$ cat src/idc_cfg.svh
`ifndef IDC_CFG_SVH
`define IDC_CFG_SVH

// ****************************************************************
// apb register byte offsets
// ****************************************************************
`define IDC_OFS_CAP       12'h000
`define IDC_OFS_SEL       12'h004
`define IDC_OFS_DMA_TIME  12'h008
`define IDC_OFS_PIO_TIME  12'h00c
`define IDC_OFS_WIDX      12'h010
`define IDC_OFS_WDATA     12'h014
`define IDC_OFS_STATUS    12'h018

// ****************************************************************
// register fields, masks and reset values
// ****************************************************************
`define IDC_CAP_MW_LSB    0
`define IDC_CAP_PIO_LSB   3
`define IDC_CAP_SEC       8
`define IDC_CAP_WC        9
`define IDC_CAP_LA        10
`define IDC_CAP_APM       11
`define IDC_CAP_MASK      32'h0000_0f1f
`define IDC_CAP_RST       32'h0000_0f1f
`define IDC_SEL_VALID     3
`define IDC_SEL_RST       4'h0
`define IDC_DMA_TIME_RST  32'h0000_0000
`define IDC_PIO_TIME_RST  16'h0000
`define IDC_WIDX_RST      8'h00

// ****************************************************************
// identify word indices and fixed contents
// ****************************************************************
`define IDC_ID_WORDS      256
`define IDC_W53           8'h35
`define IDC_W63           8'h3f
`define IDC_W64           8'h40
`define IDC_W65           8'h41
`define IDC_W66           8'h42
`define IDC_W67           8'h43
`define IDC_W68           8'h44
`define IDC_W82           8'h52
`define IDC_W83           8'h53
`define IDC_W84           8'h54
`define IDC_W53_VALID     1
`define IDC_W82_SEC       1
`define IDC_W82_WC        5
`define IDC_W82_LA        6
`define IDC_W83_APM       3
`define IDC_W82_FIXED     16'h7008
`define IDC_W83_FIXED     16'h4004
`define IDC_W84_FIXED     16'h4000

// ****************************************************************
// transfer cycle times in ns
// ****************************************************************
`define IDC_MW0_NS        16'd480
`define IDC_MW1_NS        16'd150
`define IDC_MW2_NS        16'd120
`define IDC_PIO3_NS       16'd180
`define IDC_PIO4_NS       16'd120

`endif

$ cat src/idc_pkg.sv
package idc_pkg;

   // ****************************************************************
   // shared types
   // ****************************************************************
   typedef logic [15:0] idc_word_t;
   typedef logic [7:0]  idc_idx_t;

   typedef enum logic [1:0] {IDC_IDLE, IDC_LOAD, IDC_SEND} idc_seq_state_t;

   // stream sequencer state
   typedef struct packed {
      idc_seq_state_t state;
      idc_idx_t       idx;
      idc_word_t      data;
   } idc_seq_regs_t;

   // register bank state
   typedef struct packed {
      logic [31:0] cap;
      logic [3:0]  sel;
      logic [31:0] dma_time;
      logic [15:0] pio_time;
      idc_idx_t    widx;
      logic [31:0] rdata;
      logic        err;
   } idc_apb_regs_t;

endpackage

$ cat src/idc_word_sel.sv
`timescale 1ns/1ps
`include "idc_cfg.svh"

module idc_word_sel (
   // word index
   input  wire idc_pkg::idc_idx_t  idx_i,
   // field words
   input  wire idc_pkg::idc_word_t w53_i,
   input  wire idc_pkg::idc_word_t w63_i,
   input  wire idc_pkg::idc_word_t w64_i,
   input  wire idc_pkg::idc_word_t w65_i,
   input  wire idc_pkg::idc_word_t w66_i,
   input  wire idc_pkg::idc_word_t w67_i,
   input  wire idc_pkg::idc_word_t w68_i,
   input  wire idc_pkg::idc_word_t w82_i,
   input  wire idc_pkg::idc_word_t w83_i,
   input  wire idc_pkg::idc_word_t w84_i,
   // selected word
   output idc_pkg::idc_word_t      word_o
);

   // ****************************************************************
   // index decode, words not held here read as zero
   // ****************************************************************
   always_comb begin
      case (idx_i)
         `IDC_W53: word_o = w53_i;
         `IDC_W63: word_o = w63_i;
         `IDC_W64: word_o = w64_i;
         `IDC_W65: word_o = w65_i;
         `IDC_W66: word_o = w66_i;
         `IDC_W67: word_o = w67_i;
         `IDC_W68: word_o = w68_i;
         `IDC_W82: word_o = w82_i;
         `IDC_W83: word_o = w83_i;
         `IDC_W84: word_o = w84_i;
         default:  word_o = 16'h0000;
      endcase
   end

endmodule

$ cat src/idc_stream_seq.sv
`timescale 1ns/1ps
`include "idc_cfg.svh"

module idc_stream_seq #(
   parameter int unsigned WORDS = `IDC_ID_WORDS
) (
   // clock and reset
   input  wire logic               sys_clk_i,
   input  wire logic               rstn_i,
   // control
   input  wire logic               start_i,
   input  wire logic               ready_i,
   // word lookup
   input  wire idc_pkg::idc_word_t word_i,
   output idc_pkg::idc_idx_t       idx_o,
   // stream out
   output logic                    valid_o,
   output logic                    busy_o,
   output idc_pkg::idc_word_t      data_o
);

   localparam idc_pkg::idc_idx_t LAST = idc_pkg::idc_idx_t'(WORDS - 1);

   idc_pkg::idc_seq_regs_t seq_reg;
   idc_pkg::idc_seq_regs_t seq_next;

   // next state: load a word, offer it, step on acceptance
   always_comb begin
      seq_next = seq_reg;
      unique case (seq_reg.state)
         idc_pkg::IDC_IDLE: begin
            if (start_i) begin
               seq_next.idx   = '0;
               seq_next.state = idc_pkg::IDC_LOAD;
            end
         end
         idc_pkg::IDC_LOAD: begin
            seq_next.data  = word_i;
            seq_next.state = idc_pkg::IDC_SEND;
         end
         idc_pkg::IDC_SEND: begin
            if (ready_i) begin
               if (seq_reg.idx == LAST) begin
                  seq_next.state = idc_pkg::IDC_IDLE;
               end else begin
                  seq_next.idx   = seq_reg.idx + 8'h01;
                  seq_next.state = idc_pkg::IDC_LOAD;
               end
            end
         end
         default: begin
            seq_next.state = idc_pkg::IDC_IDLE;
         end
      endcase
   end

   // state register
   always_ff @(posedge sys_clk_i or negedge rstn_i) begin
      if (!rstn_i) begin
         seq_reg <= '{state: idc_pkg::IDC_IDLE, idx: 8'h00, data: 16'h0000};
      end else begin
         seq_reg <= seq_next;
      end
   end

   // outputs
   assign valid_o = (seq_reg.state == idc_pkg::IDC_SEND);
   assign busy_o  = (seq_reg.state != idc_pkg::IDC_IDLE);
   assign data_o  = seq_reg.data;
   assign idx_o   = seq_reg.idx;

endmodule

$ cat src/idc_identify_words.sv
// Added by the designer: register access over APB and the register offsets.
`timescale 1ns/1ps
`include "idc_cfg.svh"

// Functional notes
// - word 63 high byte shows selected multiword DMA mode one-hot, bits 15-11 zero
// - word 63 low byte shows supported multiword DMA modes, bits 7-3 zero
// - word 53 bit 1 set whenever any field of words 63-68 is supported
// - word 64 bits 1-0 show PIO mode 4/3 support, rest zero
// - DMA modes above 2 and PIO modes above 4 never encoded here
// - word 65 holds minimum DMA cycle, never below fastest supported mode
// - word 66 holds recommended DMA cycle, never below word 65
// - words 65 and 66 provided for DMA mode 1 up, otherwise zero
// - word 67 holds PIO cycle without flow control, never below word 68
// - word 68 equals cycle time of fastest supported PIO mode
// - words 67 and 68 read zero when neither PIO mode 3 nor PIO mode 4 is supported
// - words 83 and 84 have bit 14 set, bit 15 clear; word 84 rest zero
// - word 82 bits 0,2,4,7,8,9,10 read zero
// - word 82 bits 3,12,13,14 read one
// - word 83 bits 0,1,4 zero, bit 2 one, bit 3 follows APM
// - word 53 bit 1 marks words 64-70 valid, clear means invalid
module idc_identify_words #(
   parameter int unsigned WORDS = `IDC_ID_WORDS
) (
   // clock and reset
   input  wire logic        sys_clk_i,
   input  wire logic        rstn_i,
   // apb slave
   input  wire logic        psel_i,
   input  wire logic        penable_i,
   input  wire logic        pwrite_i,
   input  wire logic [11:0] paddr_i,
   input  wire logic [31:0] pwdata_i,
   input  wire logic [3:0]  pstrb_i,
   output logic [31:0]      prdata_o,
   output logic             pready_o,
   output logic             pslverr_o,
   // identify stream
   input  wire logic        id_start_i,
   input  wire logic        id_ready_i,
   output logic             id_valid_o,
   output logic [15:0]      id_word_o,
   output logic [7:0]       id_index_o,
   output logic             id_busy_o
);

   idc_pkg::idc_apb_regs_t rg_reg;
   idc_pkg::idc_apb_regs_t rg_next;

   logic [2:0]         mw_sup;
   logic [1:0]         pio_sup;
   logic [2:0]         mw_sel_hot;
   logic               mw_sel_ok;
   logic               dma_ok;
   logic               pio_ok;
   logic               fields_valid;
   idc_pkg::idc_word_t w53;
   idc_pkg::idc_word_t w63;
   idc_pkg::idc_word_t w64;
   idc_pkg::idc_word_t w65;
   idc_pkg::idc_word_t w66;
   idc_pkg::idc_word_t w67;
   idc_pkg::idc_word_t w68;
   idc_pkg::idc_word_t w82;
   idc_pkg::idc_word_t w83;
   idc_pkg::idc_word_t w84;
   idc_pkg::idc_word_t bus_word;
   idc_pkg::idc_word_t seq_word;
   idc_pkg::idc_idx_t  seq_idx;
   logic               setup;
   logic               access;
   logic [31:0]        pio_merge;

   // ****************************************************************
   // helper functions
   // ****************************************************************

   // larger of two cycle times
   function automatic logic [15:0] idc_max16(input logic [15:0] a, input logic [15:0] b);
      idc_max16 = (a > b) ? a : b;
   endfunction

   // cycle time of the fastest supported multiword DMA mode
   function automatic logic [15:0] idc_mw_floor(input logic [2:0] sup);
      if (sup[2]) begin
         idc_mw_floor = `IDC_MW2_NS;
      end else if (sup[1]) begin
         idc_mw_floor = `IDC_MW1_NS;
      end else if (sup[0]) begin
         idc_mw_floor = `IDC_MW0_NS;
      end else begin
         idc_mw_floor = 16'h0000;
      end
   endfunction

   // byte-lane merge of a write
   function automatic logic [31:0] idc_strb(input logic [31:0] old_v, input logic [31:0] new_v,
                                             input logic [3:0] strb);
      for (int b = 0; b < 4; b++) begin
         idc_strb[8*b +: 8] = strb[b] ? new_v[8*b +: 8] : old_v[8*b +: 8];
      end
   endfunction

   // ****************************************************************
   // identify field words
   // ****************************************************************

   // capability fields, only modes 0-2 and PIO 3-4 exist here
   assign mw_sup  = rg_reg.cap[`IDC_CAP_MW_LSB +: 3];
   assign pio_sup = rg_reg.cap[`IDC_CAP_PIO_LSB +: 2];

   // selection shown only for a valid mode of 0 to 2 with some supported mode at or above it
   assign mw_sel_ok  = rg_reg.sel[`IDC_SEL_VALID] && (rg_reg.sel[2:0] <= 3'h2) &&
                       ((mw_sup >> rg_reg.sel[1:0]) != 3'h0);
   assign mw_sel_hot = mw_sel_ok ? 3'(3'b001 << rg_reg.sel[1:0]) : 3'h0;

   // field support flags
   assign dma_ok       = mw_sup[1] | mw_sup[2];
   assign pio_ok       = |pio_sup;
   assign fields_valid = (|mw_sup) | pio_ok;

   // word 53 carries only the validity bit
   assign w53 = {14'h0000, fields_valid, 1'b0};

   // mode words
   assign w63 = {5'h00, mw_sel_hot, 5'h00, mw_sup};
   assign w64 = {14'h0000, pio_sup};

   // dma cycle times, clamped to legal floors
   assign w65 = dma_ok ? idc_max16(rg_reg.dma_time[15:0], idc_mw_floor(mw_sup)) : 16'h0000;
   assign w66 = dma_ok ? idc_max16(rg_reg.dma_time[31:16], w65) : 16'h0000;

   // pio cycle times
   assign w68 = pio_ok ? (pio_sup[1] ? `IDC_PIO4_NS : `IDC_PIO3_NS) : 16'h0000;
   assign w67 = pio_ok ? idc_max16(rg_reg.pio_time, w68) : 16'h0000;

   // feature words
   assign w82 = `IDC_W82_FIXED |
                (16'(rg_reg.cap[`IDC_CAP_SEC]) << `IDC_W82_SEC) |
                (16'(rg_reg.cap[`IDC_CAP_WC]) << `IDC_W82_WC) |
                (16'(rg_reg.cap[`IDC_CAP_LA]) << `IDC_W82_LA);
   assign w83 = `IDC_W83_FIXED | (16'(rg_reg.cap[`IDC_CAP_APM]) << `IDC_W83_APM);
   assign w84 = `IDC_W84_FIXED;

   // ****************************************************************
   // word lookup and identify stream
   // ****************************************************************

   // software window onto the identify block
   idc_word_sel u_bus_sel (
      .idx_i  (rg_reg.widx),
      .w53_i  (w53),
      .w63_i  (w63),
      .w64_i  (w64),
      .w65_i  (w65),
      .w66_i  (w66),
      .w67_i  (w67),
      .w68_i  (w68),
      .w82_i  (w82),
      .w83_i  (w83),
      .w84_i  (w84),
      .word_o (bus_word)
   );

   // lookup for the streamed transfer
   idc_word_sel u_seq_sel (
      .idx_i  (seq_idx),
      .w53_i  (w53),
      .w63_i  (w63),
      .w64_i  (w64),
      .w65_i  (w65),
      .w66_i  (w66),
      .w67_i  (w67),
      .w68_i  (w68),
      .w82_i  (w82),
      .w83_i  (w83),
      .w84_i  (w84),
      .word_o (seq_word)
   );

   // walks the block in index order
   idc_stream_seq #(
      .WORDS (WORDS)
   ) u_seq (
      .sys_clk_i (sys_clk_i),
      .rstn_i    (rstn_i),
      .start_i   (id_start_i),
      .ready_i   (id_ready_i),
      .word_i    (seq_word),
      .idx_o     (seq_idx),
      .valid_o   (id_valid_o),
      .busy_o    (id_busy_o),
      .data_o    (id_word_o)
   );

   assign id_index_o = seq_idx;

   // ****************************************************************
   // apb register bank
   // ****************************************************************
   assign setup  = psel_i & ~penable_i;
   assign access = psel_i & penable_i;

   // pio time merge, only the low half is kept
   assign pio_merge = idc_strb({16'h0000, rg_reg.pio_time}, pwdata_i, pstrb_i);

   // read data and error latched in setup, writes land in access
   always_comb begin
      rg_next = rg_reg;
      if (setup) begin
         rg_next.err   = 1'b0;
         rg_next.rdata = 32'h0000_0000;
         case (paddr_i)
            `IDC_OFS_CAP:      rg_next.rdata = rg_reg.cap;
            `IDC_OFS_SEL:      rg_next.rdata = {28'h0000000, rg_reg.sel};
            `IDC_OFS_DMA_TIME: rg_next.rdata = rg_reg.dma_time;
            `IDC_OFS_PIO_TIME: rg_next.rdata = {16'h0000, rg_reg.pio_time};
            `IDC_OFS_WIDX:     rg_next.rdata = {24'h000000, rg_reg.widx};
            `IDC_OFS_WDATA:    rg_next.rdata = {16'h0000, bus_word};
            `IDC_OFS_STATUS:   rg_next.rdata = {23'h000000, id_busy_o, seq_idx};
            default:           rg_next.err   = 1'b1;
         endcase
      end
      if (access && pwrite_i) begin
         case (paddr_i)
            `IDC_OFS_CAP: begin
               rg_next.cap = idc_strb(rg_reg.cap, pwdata_i, pstrb_i) & `IDC_CAP_MASK;
            end
            `IDC_OFS_SEL: begin
               rg_next.sel = pstrb_i[0] ? pwdata_i[3:0] : rg_reg.sel;
            end
            `IDC_OFS_DMA_TIME: begin
               rg_next.dma_time = idc_strb(rg_reg.dma_time, pwdata_i, pstrb_i);
            end
            `IDC_OFS_PIO_TIME: begin
               rg_next.pio_time = pio_merge[15:0];
            end
            `IDC_OFS_WIDX: begin
               rg_next.widx = pstrb_i[0] ? pwdata_i[7:0] : rg_reg.widx;
            end
            default: begin
               rg_next.widx = rg_reg.widx;
            end
         endcase
      end
   end

   // register state
   always_ff @(posedge sys_clk_i or negedge rstn_i) begin
      if (!rstn_i) begin
         rg_reg <= '{cap: `IDC_CAP_RST, sel: `IDC_SEL_RST, dma_time: `IDC_DMA_TIME_RST,
                     pio_time: `IDC_PIO_TIME_RST, widx: `IDC_WIDX_RST, rdata: 32'h0000_0000, err: 1'b0};
      end else begin
         rg_reg <= rg_next;
      end
   end

   // zero-wait slave
   assign prdata_o  = rg_reg.rdata;
   assign pslverr_o = rg_reg.err;
   assign pready_o  = 1'b1;
endmodule

$ cat config.mk
export PLATFORM = sky130hd
export DESIGN_NAME = idc_identify_words
export DESIGN_NICKNAME = d
export VERILOG_FILES = /design/src/idc_pkg.sv /design/src/idc_word_sel.sv /design/src/idc_stream_seq.sv /design/src/idc_identify_words.sv
export VERILOG_INCLUDE_DIRS = /design/src
export SDC_FILE = /design/constraint.sdc
export NUM_CORES = 1
export LEC_CHECK = 0
export ABC_CLOCK_PERIOD_IN_PS = 6070
export BUFFER_PORTS_ARGS = -buffer_cell sky130_fd_sc_hd__buf_2
export CORE_MARGIN = 4
export CORE_UTILIZATION = 45
export CTS_CLUSTER_SIZE = 24
export DETAILED_ROUTE_END_ITERATION = 8
export GPL_TIMING_DRIVEN = 0
export HOLD_SLACK_MARGIN = 0.1
export PLACE_DENSITY = 0.75
export SETUP_SLACK_MARGIN = 0.15
export SYNTH_ARGS = -nofsm -noshare
export SYNTH_HDL_FRONTEND = slang
export SYNTH_SLANG_ARGS = --single-unit
$ cat constraint.sdc
create_clock -name sys_clk_i -period 6.07 [get_ports sys_clk_i]
set_clock_uncertainty 0.05 [all_clocks]
set_input_delay 1.5175 -clock sys_clk_i [delete_from_list [all_inputs] [get_ports sys_clk_i]]
set_output_delay 1.5175 -clock sys_clk_i [all_outputs]
set_load 0.005 [all_outputs]
==> out/results.tsv <==
stage	metric	value	unit
logic_synthesis	post-synth net total	988	
worst_setup_path	CP max FO	10	
clock_network	cts hold-fix bufs	0	
finish	fin nets	1131	
run	number of max-cap violations	0	
timing	Max Freq	178	MHz
routing	Routed Wire Length	31.3	mm
routing	residual DRC count	0	
routing	via count	8198	
logic_synthesis	Synth async-reset ratio	100	%
die	row count	50	
finish	Largest register FFs	64	
worst_setup_path	CP startpoint kind	flop	
global_routing	gr ovfl total	0	
timing	final worst path period share	92.4	%
worst_setup_path	critical path's largest stage delay	0.61	ns
timing	Final Setup Violations	0	
routing	vias per inst	6.35	
die	Die ar.	21400	µm²
clock_network	Clk Tree Root Cell	clkbuf_16	
worst_setup_path	most frequent CP cell	o21ai_0	
die	die height	146	µm
routing	wire length per cell	24.2	µm
placement	Port Buffer Count	113	
logic_synthesis	Seq/Total Area, Yosys	37.3	%
global_routing	largest net degree at the start of global routing	79	
logic_synthesis	Yosys cell types	86	
finish	highest-count cells in the layout ignoring fill and taps	119 x dfrtp_1, 118 x buf_2, 85 x nand2_1	
finish	area of the multi-input gates	4720	µm²
finish	Fillers	1735	
finish	Layout area overhead	18.3	%
routing	Pre-Repair DR Iteration Count	7	
worst_setup_path	Crit path max-delay family	compound AO/OA/AOI/OAI gates	
logic_synthesis	Mapped Area	8610	µm²
clock_network	clock insertion delay at the later pin of the skew report	0.43	ns
global_routing	first-pass GRT wire length	47.7	mm
logic_synthesis	Syn Area/Cell	9.56	µm²
worst_setup_path	Worst EP required	6.36	ns
worst_setup_path	CP arrival	5.90	ns
timing	Slew Limit Fails	0	
die	IO Pins	115	
timing	sum of negative setup slack	0	ns
clock_network	# clock sinks	128	
timing	final hold violations	0	
finish	leading cell type in the layout, fill and taps excluded	dfrtp_1	
timing	RSZ-0062 raised after global routing	false	
logic_synthesis	Synth Instances	901	
global_routing	total global-route track usage	28.9	%
power	Leakage	4.80	nW
timing	Hold WS	0.437	ns
routing	Starting DRT DRC Count	960	
die	Initial Util	45.9	%
finish	layout cells sized above 1	32.3	%
logic_synthesis	yosys warns	0	
clock_network	H-tree level count	4	
routing	antenna-violating nets left	0	
clock_network	CTS Buffer Depth	2	
clock_network	clock transition at the registers of the reported paths	0.06	ns
worst_setup_path	CP Class	flop to flop	
worst_hold_path	worst min path class	flop to flop	
logic_synthesis	register bit total from synthesis	128	
worst_setup_path	CP bufs+invs	5	
logic_synthesis	number of flops mapped to enable cells by yosys	0	
power	pwr dens	206	nW/µm²
timing	Worst-Margin Slew	1.09	ns
die	Die X-Extent	146	µm
finish	ant diodes	0	
clock_network	CTS tree	yes	
global_routing	antenna violations before repair	0	
timing	Period minus WS final	5.61	ns
status	status	finished clean	
worst_setup_path	CP endpoint kind	flop	
timing	slew margin rel.	26.1	%
finish	Sequential cell area	3210	µm²
placement	RD Place Congestion	1.01	
logic_synthesis	Top FF cell, synth	dfrtp_1	
power	Max rail drop VDD	0.000215	V
worst_setup_path	critical-path cell list	clkinvlp_4, nand2_1, clkinv_2, ha_1, a21boi_1, o21ai_0, a211oi_2, buf_4, nor2_1, clkbuf_2, nor2_4, o21ai_0, ha_1, nor2b_1, o21ai_0, a21boi_0, o41a_1, buf_4, or3_1, o22ai_1, a211oi_1, a32oi_1	
clock_network	Num CTS Buffers	17	
global_routing	number of global-route vias before repair	7912	
placement	Final HPWL DP	23.9	mm
worst_setup_path	Crit-path slowest cell	dfstp_2	
die	Core Area	18800	µm²
-- cell type report --
type / instances / area share [%]
Clock inverter: 15 / 1.34
Multi-Input combinational cell: 642 / 46.3
Sequential cell: 128 / 31.5
Timing Repair Buffer: 124 / 6.62
Tap cell: 234 / 2.87
Inverter: 28 / 1.08
Clock buffer: 17 / 4.17
Buffer: 103 / 6.07
-- repair_timing --
item                                    4_1_cts  5_1_grt
pin swaps                                     1        2
endpoints found under the setup margin       31       27
gates cloned                                  0        0
resized for setup                             8        9
setup buffers                                 1        9
-- cell usage after synthesis, drive strengths merged (7+ instances only) --
library cell / count / area share, %
mux2i: 19 / 2.2
dfrtp: 119 / 35
nor4: 8 / 0.58
clkbuf: 38 / 1.7
a21o: 7 / 0.61
or3: 11 / 0.92
a32oi: 12 / 1.2
o21a: 7 / 0.61
nand4: 8 / 0.58
nor3: 26 / 2.0
and2: 12 / 0.87
o22ai: 7 / 0.51
or2: 7 / 0.51
nor2b: 9 / 0.65
a221oi: 16 / 1.6
nor2: 36 / 1.7
ha: 32 / 4.6
nand2b: 12 / 0.87
a222oi: 8 / 0.93
nand2: 85 / 3.7
o21ai: 53 / 3.1
a21oi: 44 / 2.6
buf: 65 / 5.4
a22o: 25 / 2.5
inv: 27 / 1.2
nand3: 19 / 1.3
mux2: 71 / 9.4
dfstp: 9 / 2.7
a22oi: 9 / 0.78
o221ai: 12 / 1.2
-- per-stage QoR --
stage | std cells | total power, mW | util (%) | area (µm²) | setup WS [ns]
CTS | 1282 | 2.11 | 53.8 | 10100 | 0.141
floorplan | 901 | 1.02 | - | 8610 | 1.30
global route | 1291 | 2.18 | 54.3 | 10200 | 0.186
finish | 1291 | 2.10 | 54.3 | 10200 | 0.461
detailed placement | 1249 | 1.13 | 50.6 | 9500 | -0.719
global placement | 1248 | 1.12 | 50.5 | 9470 | -0.785
-- final timing paths --
path / from / end / slack [ns] / depth (start not counted)
max: mw_sup[1] / u_seq.data_o[3] / 0.46 / 22
min: prdata_o[15] / prdata_o[15] / 0.44 / 2
max reg2reg: mw_sup[1] / u_seq.data_o[3] / 0.46 / 22
min reg2reg: prdata_o[15] / prdata_o[15] / 0.44 / 2
max in group asynchronous: rstn_i / rg_reg[101] / 4.19 / 2
min in group asynchronous: rstn_i / prdata_o[22] / 0.98 / 1
-- logic make-up after synthesis --
logic type                 share of synthesized area (%)
AOI/OAI and AO/OA                                   21.5
DFF                                                 37.3
adders and majority gates                           4.65
buffers and inverters                               8.32
and+or+nand+nor                                     16.6
other                                             0.0435
muxes                                               11.6
-- per-layer routing --
metal	GRT usage, %	vias to the layer above	wire length (µm)
met5	0	-	0
met4	14.0	0	1690
met3	7.54	114	2980
met2	43.2	509	13500
met1	39.1	3936	13100
li1	-	3639	-
-- report_power, final --
part	internal [mW]	switching (mW)
Sequential	0.868	0.0204
Combinational	0.0820	0.144
Clock	0.566	0.419
Total	1.52	0.583
-- tightest hold or removal path, delay by kind of cell (launching register included) --
| kind | cells | cell delay [ns] |
|---|---|---|
| and+or+nand+nor | 1 | 0.05 |
| DFF | 1 | 0.35 |
| AOI/OAI and AO/OA | 1 | 0.06 |
(Power assumes the default switching activity.)
